===== config.mk =====
export PLATFORM = sky130hd
export DESIGN_NAME = srws_supervisor
export DESIGN_NICKNAME = d
export VERILOG_FILES = /design/src/hdl/srws_pkg.sv /design/src/hdl/srws_sync.sv /design/src/hdl/srws_supervisor.sv
export SDC_FILE = /design/constraint.sdc
export NUM_CORES = 1
export LEC_CHECK = 0
export BUFFER_PORTS_ARGS = -buffer_cell sky130_fd_sc_hd__buf_2
export CORE_MARGIN = 10
export CORE_UTILIZATION = 34
export CTS_CLUSTER_SIZE = 8
export DETAILED_ROUTE_END_ITERATION = 8
export GPL_TIMING_DRIVEN = 0
export SLEW_MARGIN = 20
export SYNTH_ARGS = -nofsm -noshare
export SYNTH_HDL_FRONTEND = slang
export SYNTH_SLANG_ARGS = --single-unit
export TNS_END_PERCENT = 20

===== constraint.sdc =====
create_clock -name clock -period 3.65 [get_ports clock]
set_input_delay 0.365 -clock clock [delete_from_list [all_inputs] [get_ports clock]]
set_output_delay 0.365 -clock clock [all_outputs]
set_load 0.01 [all_outputs]

===== src/hdl/srws_pkg.sv =====
// shared constants for the supply reset watchdog supervisor
package srws_pkg;
   // timing limits in nanoseconds
   localparam int unsigned CLOCK_PERIOD_NSEC   = 10;
   localparam int unsigned RESET_LOW_MAX_NSEC  = 2000;
   localparam int unsigned TRIGGER_MIN_NSEC    = 10000;
   // longest time rounds down, never below one cycle
   localparam int unsigned RESET_LOW_CYCLES    = (RESET_LOW_MAX_NSEC / CLOCK_PERIOD_NSEC) < 1 ? 1
                                                 : (RESET_LOW_MAX_NSEC / CLOCK_PERIOD_NSEC);
   // least trigger width rounds up
   localparam int unsigned TRIGGER_MIN_CYCLES  = (TRIGGER_MIN_NSEC + CLOCK_PERIOD_NSEC - 1) / CLOCK_PERIOD_NSEC;
   // timer ramp levels abstracted as counts (start level 0.9V maps to zero)
   localparam int unsigned DELAY_END_COUNT     = 5000000;  // about 50 ms at 100 MHz
   localparam int unsigned WD_FAST_COUNT       = 16;       // fast pre-charge to start level
   localparam int unsigned WD_END_COUNT        = 10000000; // watchdog interval
   localparam int unsigned TIMER_WIDTH         = 32;
   // reset values
   localparam logic        RESET_OUT_RST       = 1'b0;
   localparam logic        ENABLE_OUT_RST      = 1'b0;
endpackage


===== src/hdl/srws_sync.sv =====
// two flip-flop synchroniser for a bus of asynchronous levels
`timescale 1ns/1ps
`default_nettype none
module srws_sync #(
   parameter int unsigned WIDTH = 1
) (
   input  wire logic             clock,
   input  wire logic             resetn,
   input  wire logic [WIDTH-1:0] async_in,
   output var  logic [WIDTH-1:0] sync_out
);
   logic [WIDTH-1:0] meta_q;
   logic [WIDTH-1:0] meta_d;
   logic [WIDTH-1:0] sync_q;
   logic [WIDTH-1:0] sync_d;

   // first stage is read only by the second
   always_comb begin
      meta_d = async_in;
      sync_d = meta_q;
   end

   always_ff @(posedge clock or negedge resetn) begin
      if (!resetn) begin
         meta_q <= '0;
         sync_q <= '0;
      end else begin
         meta_q <= meta_d;
         sync_q <= sync_d;
      end
   end

   assign sync_out = sync_q;
endmodule
`default_nettype wire


===== src/hdl/srws_supervisor.sv =====
// supervisor: supply window reset, delay timer, watchdog, enable logic
`timescale 1ns/1ps
`default_nettype none
module srws_supervisor #(
   parameter int unsigned DELAY_END = srws_pkg::DELAY_END_COUNT,
   parameter int unsigned WD_FAST   = srws_pkg::WD_FAST_COUNT,
   parameter int unsigned WD_END    = srws_pkg::WD_END_COUNT
) (
   input  wire logic clock,
   input  wire logic resetn,
   input  wire logic below_high_thr,    // supply below the strap-low threshold
   input  wire logic below_low_thr,     // supply below the strap-open threshold
   input  wire logic supply_high_compare,
   input  wire logic thr_strap_open,    // strap open selects lower threshold
   input  wire logic watchdog_disable,
   input  wire logic watchdog_trigger,
   input  wire logic ignition_above_on, // ignition above turn-on level
   input  wire logic ignition_above_off,// ignition above turn-off level
   input  wire logic keep_alive,
   output var  logic system_reset_n,
   output var  logic regulator_enable
);
   localparam int unsigned TW = srws_pkg::TIMER_WIDTH;
   localparam logic [TW-1:0] DEND  = TW'(DELAY_END);
   localparam logic [TW-1:0] WFAST = TW'(WD_FAST);
   localparam logic [TW-1:0] WEND  = TW'(WD_END);

   typedef enum logic [2:0] {
      SRWS_WD_HOLD = 3'h1,
      SRWS_WD_FAST = 3'h2,
      SRWS_WD_RUN  = 3'h4
   } srws_wd_t;

   logic [7:0] sync_v;
   logic       blh_s, bll_s, shi_s, strap_s, wdd_s, trig_s, ign_on_s, ign_off_s;
   logic       trig_prev_q, trig_prev_d;

   // all loose pins cross into the clock domain first
   srws_sync #(.WIDTH(8)) u_sync (
      .clock    (clock),
      .resetn   (resetn),
      .async_in ({below_high_thr, below_low_thr, supply_high_compare, thr_strap_open,
                  watchdog_disable, watchdog_trigger, ignition_above_on, ignition_above_off}),
      .sync_out (sync_v)
   );
   assign {blh_s, bll_s, shi_s, strap_s, wdd_s, trig_s, ign_on_s, ign_off_s} = sync_v;

   logic supply_low_compare;
   logic out_of_reg;
   logic trig_rise;
   // threshold select, window compare and trigger edge found after sync
   always_comb begin
      supply_low_compare = strap_s ? bll_s : blh_s;
      out_of_reg         = supply_low_compare | shi_s;
      trig_rise          = trig_s & ~trig_prev_q;
      trig_prev_d        = trig_s;
   end

   logic [TW-1:0] reset_delay_timer_q, reset_delay_timer_d;
   logic          delay_clear_q, delay_clear_d;
   logic          reset_n_q, reset_n_d;
   logic [TW-1:0] wd_cnt_q, wd_cnt_d;
   srws_wd_t      wd_state_q, wd_state_d;
   logic          wd_expire;
   logic          en_q, en_d, ign_q, ign_d;
   logic          ka_meta_q, ka_q;

   // delay timer and reset output; one clear clears the whole count, so the next
   // interval always starts from zero and all intervals match
   always_comb begin
      reset_delay_timer_d = reset_delay_timer_q;
      delay_clear_d       = delay_clear_q;
      reset_n_d           = reset_n_q;
      if (out_of_reg || wd_expire) begin
         delay_clear_d       = 1'b1;
         reset_delay_timer_d = '0;
         reset_n_d           = 1'b0;
      end else if (delay_clear_q) begin
         delay_clear_d       = 1'b0;
         reset_delay_timer_d = '0;
      end else if (!reset_n_q) begin
         if (reset_delay_timer_q >= DEND - 1'b1) begin
            reset_n_d = 1'b1;
         end else begin
            reset_delay_timer_d = reset_delay_timer_q + 1'b1;
         end
      end
   end

   // watchdog: held in reset, fast charge, slow run, expire or refresh
   always_comb begin
      wd_state_d = wd_state_q;
      wd_cnt_d   = wd_cnt_q;
      wd_expire  = 1'b0;
      unique case (wd_state_q)
         SRWS_WD_HOLD: begin
            wd_cnt_d = '0;
            if (reset_n_q && !wdd_s) begin
               wd_state_d = SRWS_WD_FAST;
            end
         end
         SRWS_WD_FAST: begin
            wd_cnt_d = wd_cnt_q + 1'b1;
            if (wd_cnt_q >= WFAST - 1'b1) begin
               wd_cnt_d   = '0;
               wd_state_d = SRWS_WD_RUN;
            end
         end
         SRWS_WD_RUN: begin
            wd_cnt_d = wd_cnt_q + 1'b1;
            if (trig_rise) begin
               wd_cnt_d = '0; // one-shot clears to start level
            end else if (wd_cnt_q >= WEND - 1'b1) begin
               wd_expire  = 1'b1;
               wd_cnt_d   = '0;
            end
         end
         default: begin
            wd_state_d = SRWS_WD_HOLD;
            wd_cnt_d   = '0;
         end
      endcase
      if (!reset_n_q || wdd_s) begin
         wd_state_d = SRWS_WD_HOLD;
         wd_cnt_d   = '0;
      end
   end

   // ignition hysteresis and keep-alive OR
   always_comb begin
      ign_d = ign_q;
      if (ign_on_s) begin
         ign_d = 1'b1;
      end else if (!ign_off_s) begin
         ign_d = 1'b0;
      end
      en_d = ign_q | ka_q;
   end

   // keep-alive synchroniser, kept apart so its first stage feeds only the second
   always_ff @(posedge clock or negedge resetn) begin
      if (!resetn) begin
         ka_meta_q <= 1'b0;
         ka_q      <= 1'b0;
      end else begin
         ka_meta_q <= keep_alive;
         ka_q      <= ka_meta_q;
      end
   end

   always_ff @(posedge clock or negedge resetn) begin
      if (!resetn) begin
         reset_delay_timer_q <= '0;
         delay_clear_q       <= 1'b1;
         reset_n_q           <= srws_pkg::RESET_OUT_RST; // asserted at power-up
         wd_cnt_q            <= '0;
         wd_state_q          <= SRWS_WD_HOLD;
         trig_prev_q         <= 1'b0;
         ign_q               <= 1'b0;
         en_q                <= srws_pkg::ENABLE_OUT_RST;
      end else begin
         reset_delay_timer_q <= reset_delay_timer_d;
         delay_clear_q       <= delay_clear_d;
         reset_n_q           <= reset_n_d;
         wd_cnt_q            <= wd_cnt_d;
         wd_state_q          <= wd_state_d;
         trig_prev_q         <= trig_prev_d;
         ign_q               <= ign_d;
         en_q                <= en_d;
      end
   end

   assign system_reset_n   = reset_n_q;
   assign regulator_enable = en_q;

   // assertions
   a_reset_on_window: assert property (@(posedge clock) disable iff (!resetn)
      out_of_reg |=> !reset_n_q) else $error("reset not low after window loss");
   a_delay_held_low: assert property (@(posedge clock) disable iff (!resetn)
      $rose(reset_n_q) |-> $past(reset_delay_timer_q) >= DEND - 1'b1)
      else $error("reset released before delay end");
   a_wd_held_reset: assert property (@(posedge clock) disable iff (!resetn)
      !reset_n_q |=> wd_state_q == SRWS_WD_HOLD && wd_cnt_q == '0)
      else $error("watchdog counts during reset");
   a_wd_expire_reset: assert property (@(posedge clock) disable iff (!resetn)
      wd_expire |=> !reset_n_q && delay_clear_q) else $error("expiry gave no reset");
   a_wd_disabled: assert property (@(posedge clock) disable iff (!resetn)
      wdd_s |=> wd_state_q == SRWS_WD_HOLD) else $error("watchdog runs while disabled");
   a_trig_refresh: assert property (@(posedge clock) disable iff (!resetn)
      trig_rise && wd_state_q == SRWS_WD_RUN && reset_n_q && !wdd_s && !out_of_reg
      |=> wd_cnt_q == '0) else $error("trigger did not refresh");
   a_enable_or: assert property (@(posedge clock) disable iff (!resetn)
      ##1 en_q == ($past(ign_q) | $past(ka_q))) else $error("enable not OR of inputs");
   a_ign_hyst: assert property (@(posedge clock) disable iff (!resetn)
      ign_on_s |=> ign_q) else $error("ignition did not switch on");
   a_delay_latch: assert property (@(posedge clock) disable iff (!resetn)
      delay_clear_q && !out_of_reg && !wd_expire |=> reset_delay_timer_q == '0)
      else $error("delay left start before clear done");
   c_power_up: cover property (@(posedge clock) disable iff (!resetn) $rose(reset_n_q));
   c_wd_expire: cover property (@(posedge clock) disable iff (!resetn) wd_expire);
   c_keep_alive: cover property (@(posedge clock) disable iff (!resetn) ka_q && !ign_q && en_q);
endmodule
`default_nettype wire


==> flow_summary.toml, run 1 <==
[status]
run_status = "complete, no violations"

[grt]
grt_max_degree = 51
grt_pass1_vias = 2662
antenna_found_initial = 0
groute.usage.overall_pct = 8.86
grt-ovfl-total = 0
grt_pass1_wl_um = 12200

[final_layout]
regArea_sq_mm = 0.00225
areaGrowthSynthToFinish_pct = 15.3
fillCellCount = 1083
multi_input_area_sq_mm = 0.00159
post-route-util_pct = 39.8
n_antenna_cell = 0
fin_cells = 547
final_nets = 412
drive_above_1_share_pct = 12.6

[sta]
slew_violations = 0
clock_skew_ns = 0.00836
max_freq_ghz = 0.393
hold_viol_final = 0
fin_crit_sh_pct = 69.7
relSlewSlack_pct = 52.5
post-route-min-period_ns = 2.54
setup_tns_ns = 0
rsz0062_at_grt = "false"
max_slew.worst_pin.slew_ns = 0.706
setup_viol = 0

[route]
drt_iter0_drc = 150
viasPerCell = 4.83
drtPass1Iterations = 4
route.detailed.drc = 0
wirelength_um = 6860
dr_total_vias = 2641
wl_per_cell_um = 12.5
antenna_left = 0

[pwr]
powerDensity_mw_per_mm2 = 439
irDropWorstVdd_uv = 336
p_leak_nw = 1.82

[setup_path]
critPathLaunchType = "flip-flop"
required_ns = 3.86
rr_endpoint = "reset_delay_timer_q[22]$_DFFE_PN0P_"
worstReg2RegStart = "reset_delay_timer_q[20]$_DFFE_PN0P_"
worstPathMaxFanout = 10
critPathKind = "reg2reg"
reg2reg_depth = 7
cp-end-kind = "flip-flop"
r2r_setup_slack_ns = 1.11
arrival_ns = 2.76

[synthesis]
syn_avg_cell_area_sq_um = 10.7
synthAdderAreaFrac_pct = 0.637
muxShareOfSynthArea_pct = 0.287
synth_cell_type_count = 48
ys_ff_latch = 90
async_flop_share_pct = 100
synth_edf_count = 0
synthSimpleGateAreaFrac_pct = 25.0
ys_warn_count = 0
synth_flop_cell = "dfrtp_1"
ys_seq_area_share_pct = 57.4
netlist_instances = 368
synth_compound_area_share_pct = 3.95
synth_area_sq_mm = 0.00393
synth_xor_area_share_pct = 9.82
synth_top_family_by_area = "simple AND/OR/NAND/NOR gates"

[cts]
clk_latency_ns = 0.33
clkTransAtPathRegs_ns = 0.06
cts_hold_buf = 0
htreeDepth = 3
cts_resized = 0
clock_path_buffers = 2
postCtsSetupRepairBufs = 0
clockRootBuffer = "clkbuf_16"
clock-sinks = 90
cts_tree = "done"
cts_buffers = 9

[die]
dieArea_sq_mm = 0.0162
row_count = 39
io_pins = 13
core-area_sq_mm = 0.0114
initial_core_util_pct = 34.5
die-width_um = 127
die_h_um = 127

[flow_run]
drv_cap = 0

[place]
place.gp.congestion = 0.829
portBuffers = 12
post-dp-hpwl_um = 4710
dp_cells = 531

[worst_hold_path]
hp-class = "in2async"
-- per-stage QoR --
stage	area (sq um)	hold slack, ns	setup slack (ns)	power, mW
after global routing	4530	0.0379	0.912	2.07
after floorplan	3950	0.0694	1.41	1.05
final	4530	0.0111	1.11	1.99
after CTS	4530	0.0289	1.13	2.02
after detailed placement	4220	0.335	1.14	1.08
after global placement	4190	0.332	1.16	1.08
-- synthesized netlist by cell type, types with 3 or more instances --
library cell	instances	share of area, %
or4_1	4	0.76
clkbuf_1	4	0.38
or2_2	4	0.64
nor3_1	15	1.9
nand2_1	25	2.4
and3_1	4	0.64
nor2_1	66	6.3
dfrtp_1	88	56
nand3_1	13	1.7
nor3b_1	5	0.96
xor2_1	14	3.1
nand2b_1	4	0.64
nor4b_1	5	1.1
nor4_1	14	2.2
and4_1	4	0.89
xnor2_1	30	6.7
buf_2	5	0.64
nor2b_1	3	0.48
inv_1	10	0.96
nand4_1	12	1.9
-- cell type report --
cell class | instances | share of cell area, %
Timing Repair Buffer | 13 | 1.99
Clock buffer | 10 | 5.28
Clock inverter | 6 | 1.44
Inverter | 10 | 0.829
Sequential cell | 90 | 49.8
Tap cell | 143 | 3.95
Multi-Input combinational cell | 263 | 35.1
Buffer | 12 | 1.55
-- worst max-delay path: stages (launching register included) --
cell and delay, ns:
dfrtp_1 0.42, or4b_2 0.67, nor3_1 0.19, and4_1 0.28
clkbuf_1 0.40, nor3_1 0.17, a31oi_1 0.23, nor2_1 0.06
-- flip-flops by register name, summed over array words and instances (netlist names) --
register and flops:
wd_state_q 3, delay_clear_q 1, regulator_enable 1, trig_prev_q 1, ign_q 1, wd_cnt_q 32
ka_meta_q 1, ka_q 1, system_reset_n 1, u_sync.meta_q 8, reset_delay_timer_q 32, u_sync.sync_out 8
-- layer usage --
| metal | vias to the layer above | wire (um) | global-route usage (%) |
|---|---|---|---|
| met1 | 1277 | 3490 | 11.8 |
| met4 | 0 | 134 | 4.22 |
| li1 | 1322 | - | - |
| met2 | 35 | 3080 | 13.4 |
| met5 | - | 0 | 0 |
| met3 | 7 | 158 | 1.90 |
-- layout by cell type (no fill, tap or decap), drive strengths merged, types with 13 or more instances in the layout --
cell type,instances
nand4,13
nand2,25
xor2,14
nor4,15
clkbuf,14
buf,21
xnor2,30
nor2,66
nand3,14
nor3,15
dfrtp,88
-- power breakdown --
group | switching [mW] | total (mW) | internal, mW
registers | 0.00488 | 1.02 | 1.02
logic | 0.0269 | 0.0393 | 0.0124
clock network | 0.377 | 0.927 | 0.550
-- worst max path at each step --
stage	slack, ns	to	from
2_1_floorplan	1.41	wd_cnt_q[17]$_DFF_PN0_	wd_cnt_q[13]$_DFF_PN0_
3_3_place_gp	1.16	reset_delay_timer_q[22]$_DFFE_PN0P_	reset_delay_timer_q[23]$_DFFE_PN0P_
3_5_place_dp	1.14	reset_delay_timer_q[22]$_DFFE_PN0P_	reset_delay_timer_q[20]$_DFFE_PN0P_
4_1_cts	1.13	reset_delay_timer_q[22]$_DFFE_PN0P_	reset_delay_timer_q[20]$_DFFE_PN0P_
5_1_grt	0.91	reset_delay_timer_q[14]$_DFFE_PN0P_	wd_cnt_q[13]$_DFF_PN0_
6_report	1.11	reset_delay_timer_q[22]$_DFFE_PN0P_	reset_delay_timer_q[20]$_DFFE_PN0P_
-- kinds of logic after synthesis --
logic type,count (synthesis)
and+or+nand+nor,188
other,1
AOI/OAI and AO/OA,20
DFF,90
muxes,1
xor gates and xnor gates,44
adders and majority gates,2
buffers and inverters,22
Note: power is estimated with default switching activity, not from simulation.
==> run 2: changes to the inputs <==
clock period = 2.53 ns   (was 3.65 ns; I/O delays follow)
==> run 2 against run 1 <==
Compared with the run above: critical endpoint is now wd_cnt_q[12]$_DFF_PN0_; worst setup slack worse by 0.99 ns; via count decreased by 0.15%; sequential power is 44% higher; die area unchanged; utilization up 0.54 points; non-clock buffer count is 3 higher; combinational power up 50%; sequential share of layout area decreased by 0.64 points.
==> flow_summary.toml, run 2 (synthesis results as in run 1) <==
[setup_path]
path_cells = "or4_1, or2_0, o211a_1, or2_0, a22oi_2, buf_4, buf_6, nor2_1"
crit_family = "simple AND/OR/NAND/NOR gates"
arrival_ns = 2.63
critPathKind = "reg2reg"
cp-end-kind = "flip-flop"
worst_path_largest_cell_delay_ns = 0.56
cp_slowest_cell = "or4_1"
cpMostUsedCell = "or2_0"
critPathLaunchType = "flip-flop"
worstPathMaxFanout = 10
path_buf_inv = 2
required_ns = 2.75

[pwr]
irDropWorstVdd_uv = 485
powerDensity_mw_per_mm2 = 625
p_leak_nw = 1.84

[grt]
grt_pass1_wl_um = 12200
antenna_found_initial = 0
groute.usage.overall_pct = 8.89
grt_pass1_vias = 2668
grt-ovfl-total = 0
grt_max_degree = 51

[die]
initial_core_util_pct = 34.5
io_pins = 13
row_count = 39
die-width_um = 127
die_h_um = 127
core-area_sq_mm = 0.0114
dieArea_sq_mm = 0.0162

[sta]
hold_viol_final = 0
fin_crit_sh_pct = 95.3
max_slew.worst_pin.slew_ns = 0.700
max_freq_ghz = 0.415
relSlewSlack_pct = 52.9
hold_ws_ns = 0.0255
clock_skew_ns = 0.00694
slew_violations = 0
setup_viol = 0
setup_tns_ns = 0
post-route-min-period_ns = 2.41

[route]
dr_total_vias = 2637
drtPass1Iterations = 4
antenna_left = 0
wl_per_cell_um = 12.6
drt_iter0_drc = 139
wirelength_um = 6940
viasPerCell = 4.79
route.detailed.drc = 0

[worst_hold_path]
hp-class = "in2reg"

[cts]
cts_buffers = 9
clockRootBuffer = "clkbuf_16"
clock-sinks = 90
clock_path_buffers = 2
clkTransAtPathRegs_ns = 0.06
cts_tree = "done"
clk_latency_ns = 0.33
htreeDepth = 3

[final_layout]
final_common_cell = "dfrtp_1"
reg.largest.list = "reset_delay_timer_q (32), wd_cnt_q (32)"
post-route-util_pct = 40.3
fin_cells = 550
final_nets = 415
n_antenna_cell = 0
drive_above_1_share_pct = 14.7
areaGrowthSynthToFinish_pct = 16.8
fillCellCount = 1078
final_cell_mix = "dfrtp_1, nor2_1, xnor2_1"

[status]
run_status = "complete, no violations"

[place]
place.gp.congestion = 0.829
portBuffers = 12
post-dp-hpwl_um = 4710
dp_cells = 531

[flow_run]
drv_cap = 0
-- run 2: cell count changes in the layout (fill, tap and decap cells not counted), sizes merged --
| cell | previous run | this run |
|---|---|---|
| dlygate4sd3 | 0 | 1 |
| buf | 21 | 23 |
-- run 2: worst paths after layout --
path / slack, ns / startpoint / depth (start not counted) / end
max: 0.12 / wd_cnt_q[13]$_DFF_PN0_ / 8 / wd_cnt_q[12]$_DFF_PN0_
max reg2reg: 0.12 / wd_cnt_q[13]$_DFF_PN0_ / 8 / wd_cnt_q[12]$_DFF_PN0_
min reg2reg: 0.35 / ka_meta_q$_DFF_PN0_ / 0 / ka_q$_DFF_PN0_
max in group asynchronous: 1.40 / resetn / 3 / wd_state_q[0]$_DFFE_PN1P_
min in group asynchronous: 0.45 / resetn / 2 / wd_cnt_q[31]$_DFF_PN0_
min: 0.03 / ignition_above_on / 1 / u_sync.meta_q[1]$_DFF_PN0_
-- run 2: report_power, final --
part | total [mW] | switching [mW] | internal, mW
Clock | 1.34 | 0.542 | 0.794
Sequential | 1.47 | 0.00705 | 1.47
Combinational | 0.0590 | 0.0392 | 0.0197
Total | 2.87 | 0.589 | 2.28
-- run 2: routing by layer --
layer  share of wire (%)  global-route usage, %  vias up
met5                   0                      0        -
met4                 1.6                   4.22        0
met3                 2.4                   1.90        5
met2                  46                   13.4       29
met1                  50                   11.9     1280
li1                    -                      -     1323
-- run 2: final cells by class --
type                    instances  area [sq um]  area share [%]
clock inverters                 6          65.1            1.42
flip-flops and latches         90          2260            49.2
well taps                     143           179            3.90
inverters                      10          37.5           0.818
plain buffers                  12          78.8            1.72
multi-input cells             263          1620            35.2
repair buffers                 16           115            2.51
clock buffers                  10           239            5.21
-- run 2: repair_timing --
action                     in CTS  in global routing
buffers inserted                0                  2
setup endpoints to repair       0                 50
hold endpoints to repair       40                  0
hold buffers                    1                  0
gates resized for setup         0                 14
-- run 2: metrics by stage --
step	instance area [sq um]	power [mW]	worst slack (ns)
CTS	4540	2.91	0.0148
finish	4590	2.87	0.120
global placement	4190	1.55	0.0415
floorplan	3950	1.51	0.294
global route	4590	2.98	-0.0303
detailed placement	4220	1.56	0.0234
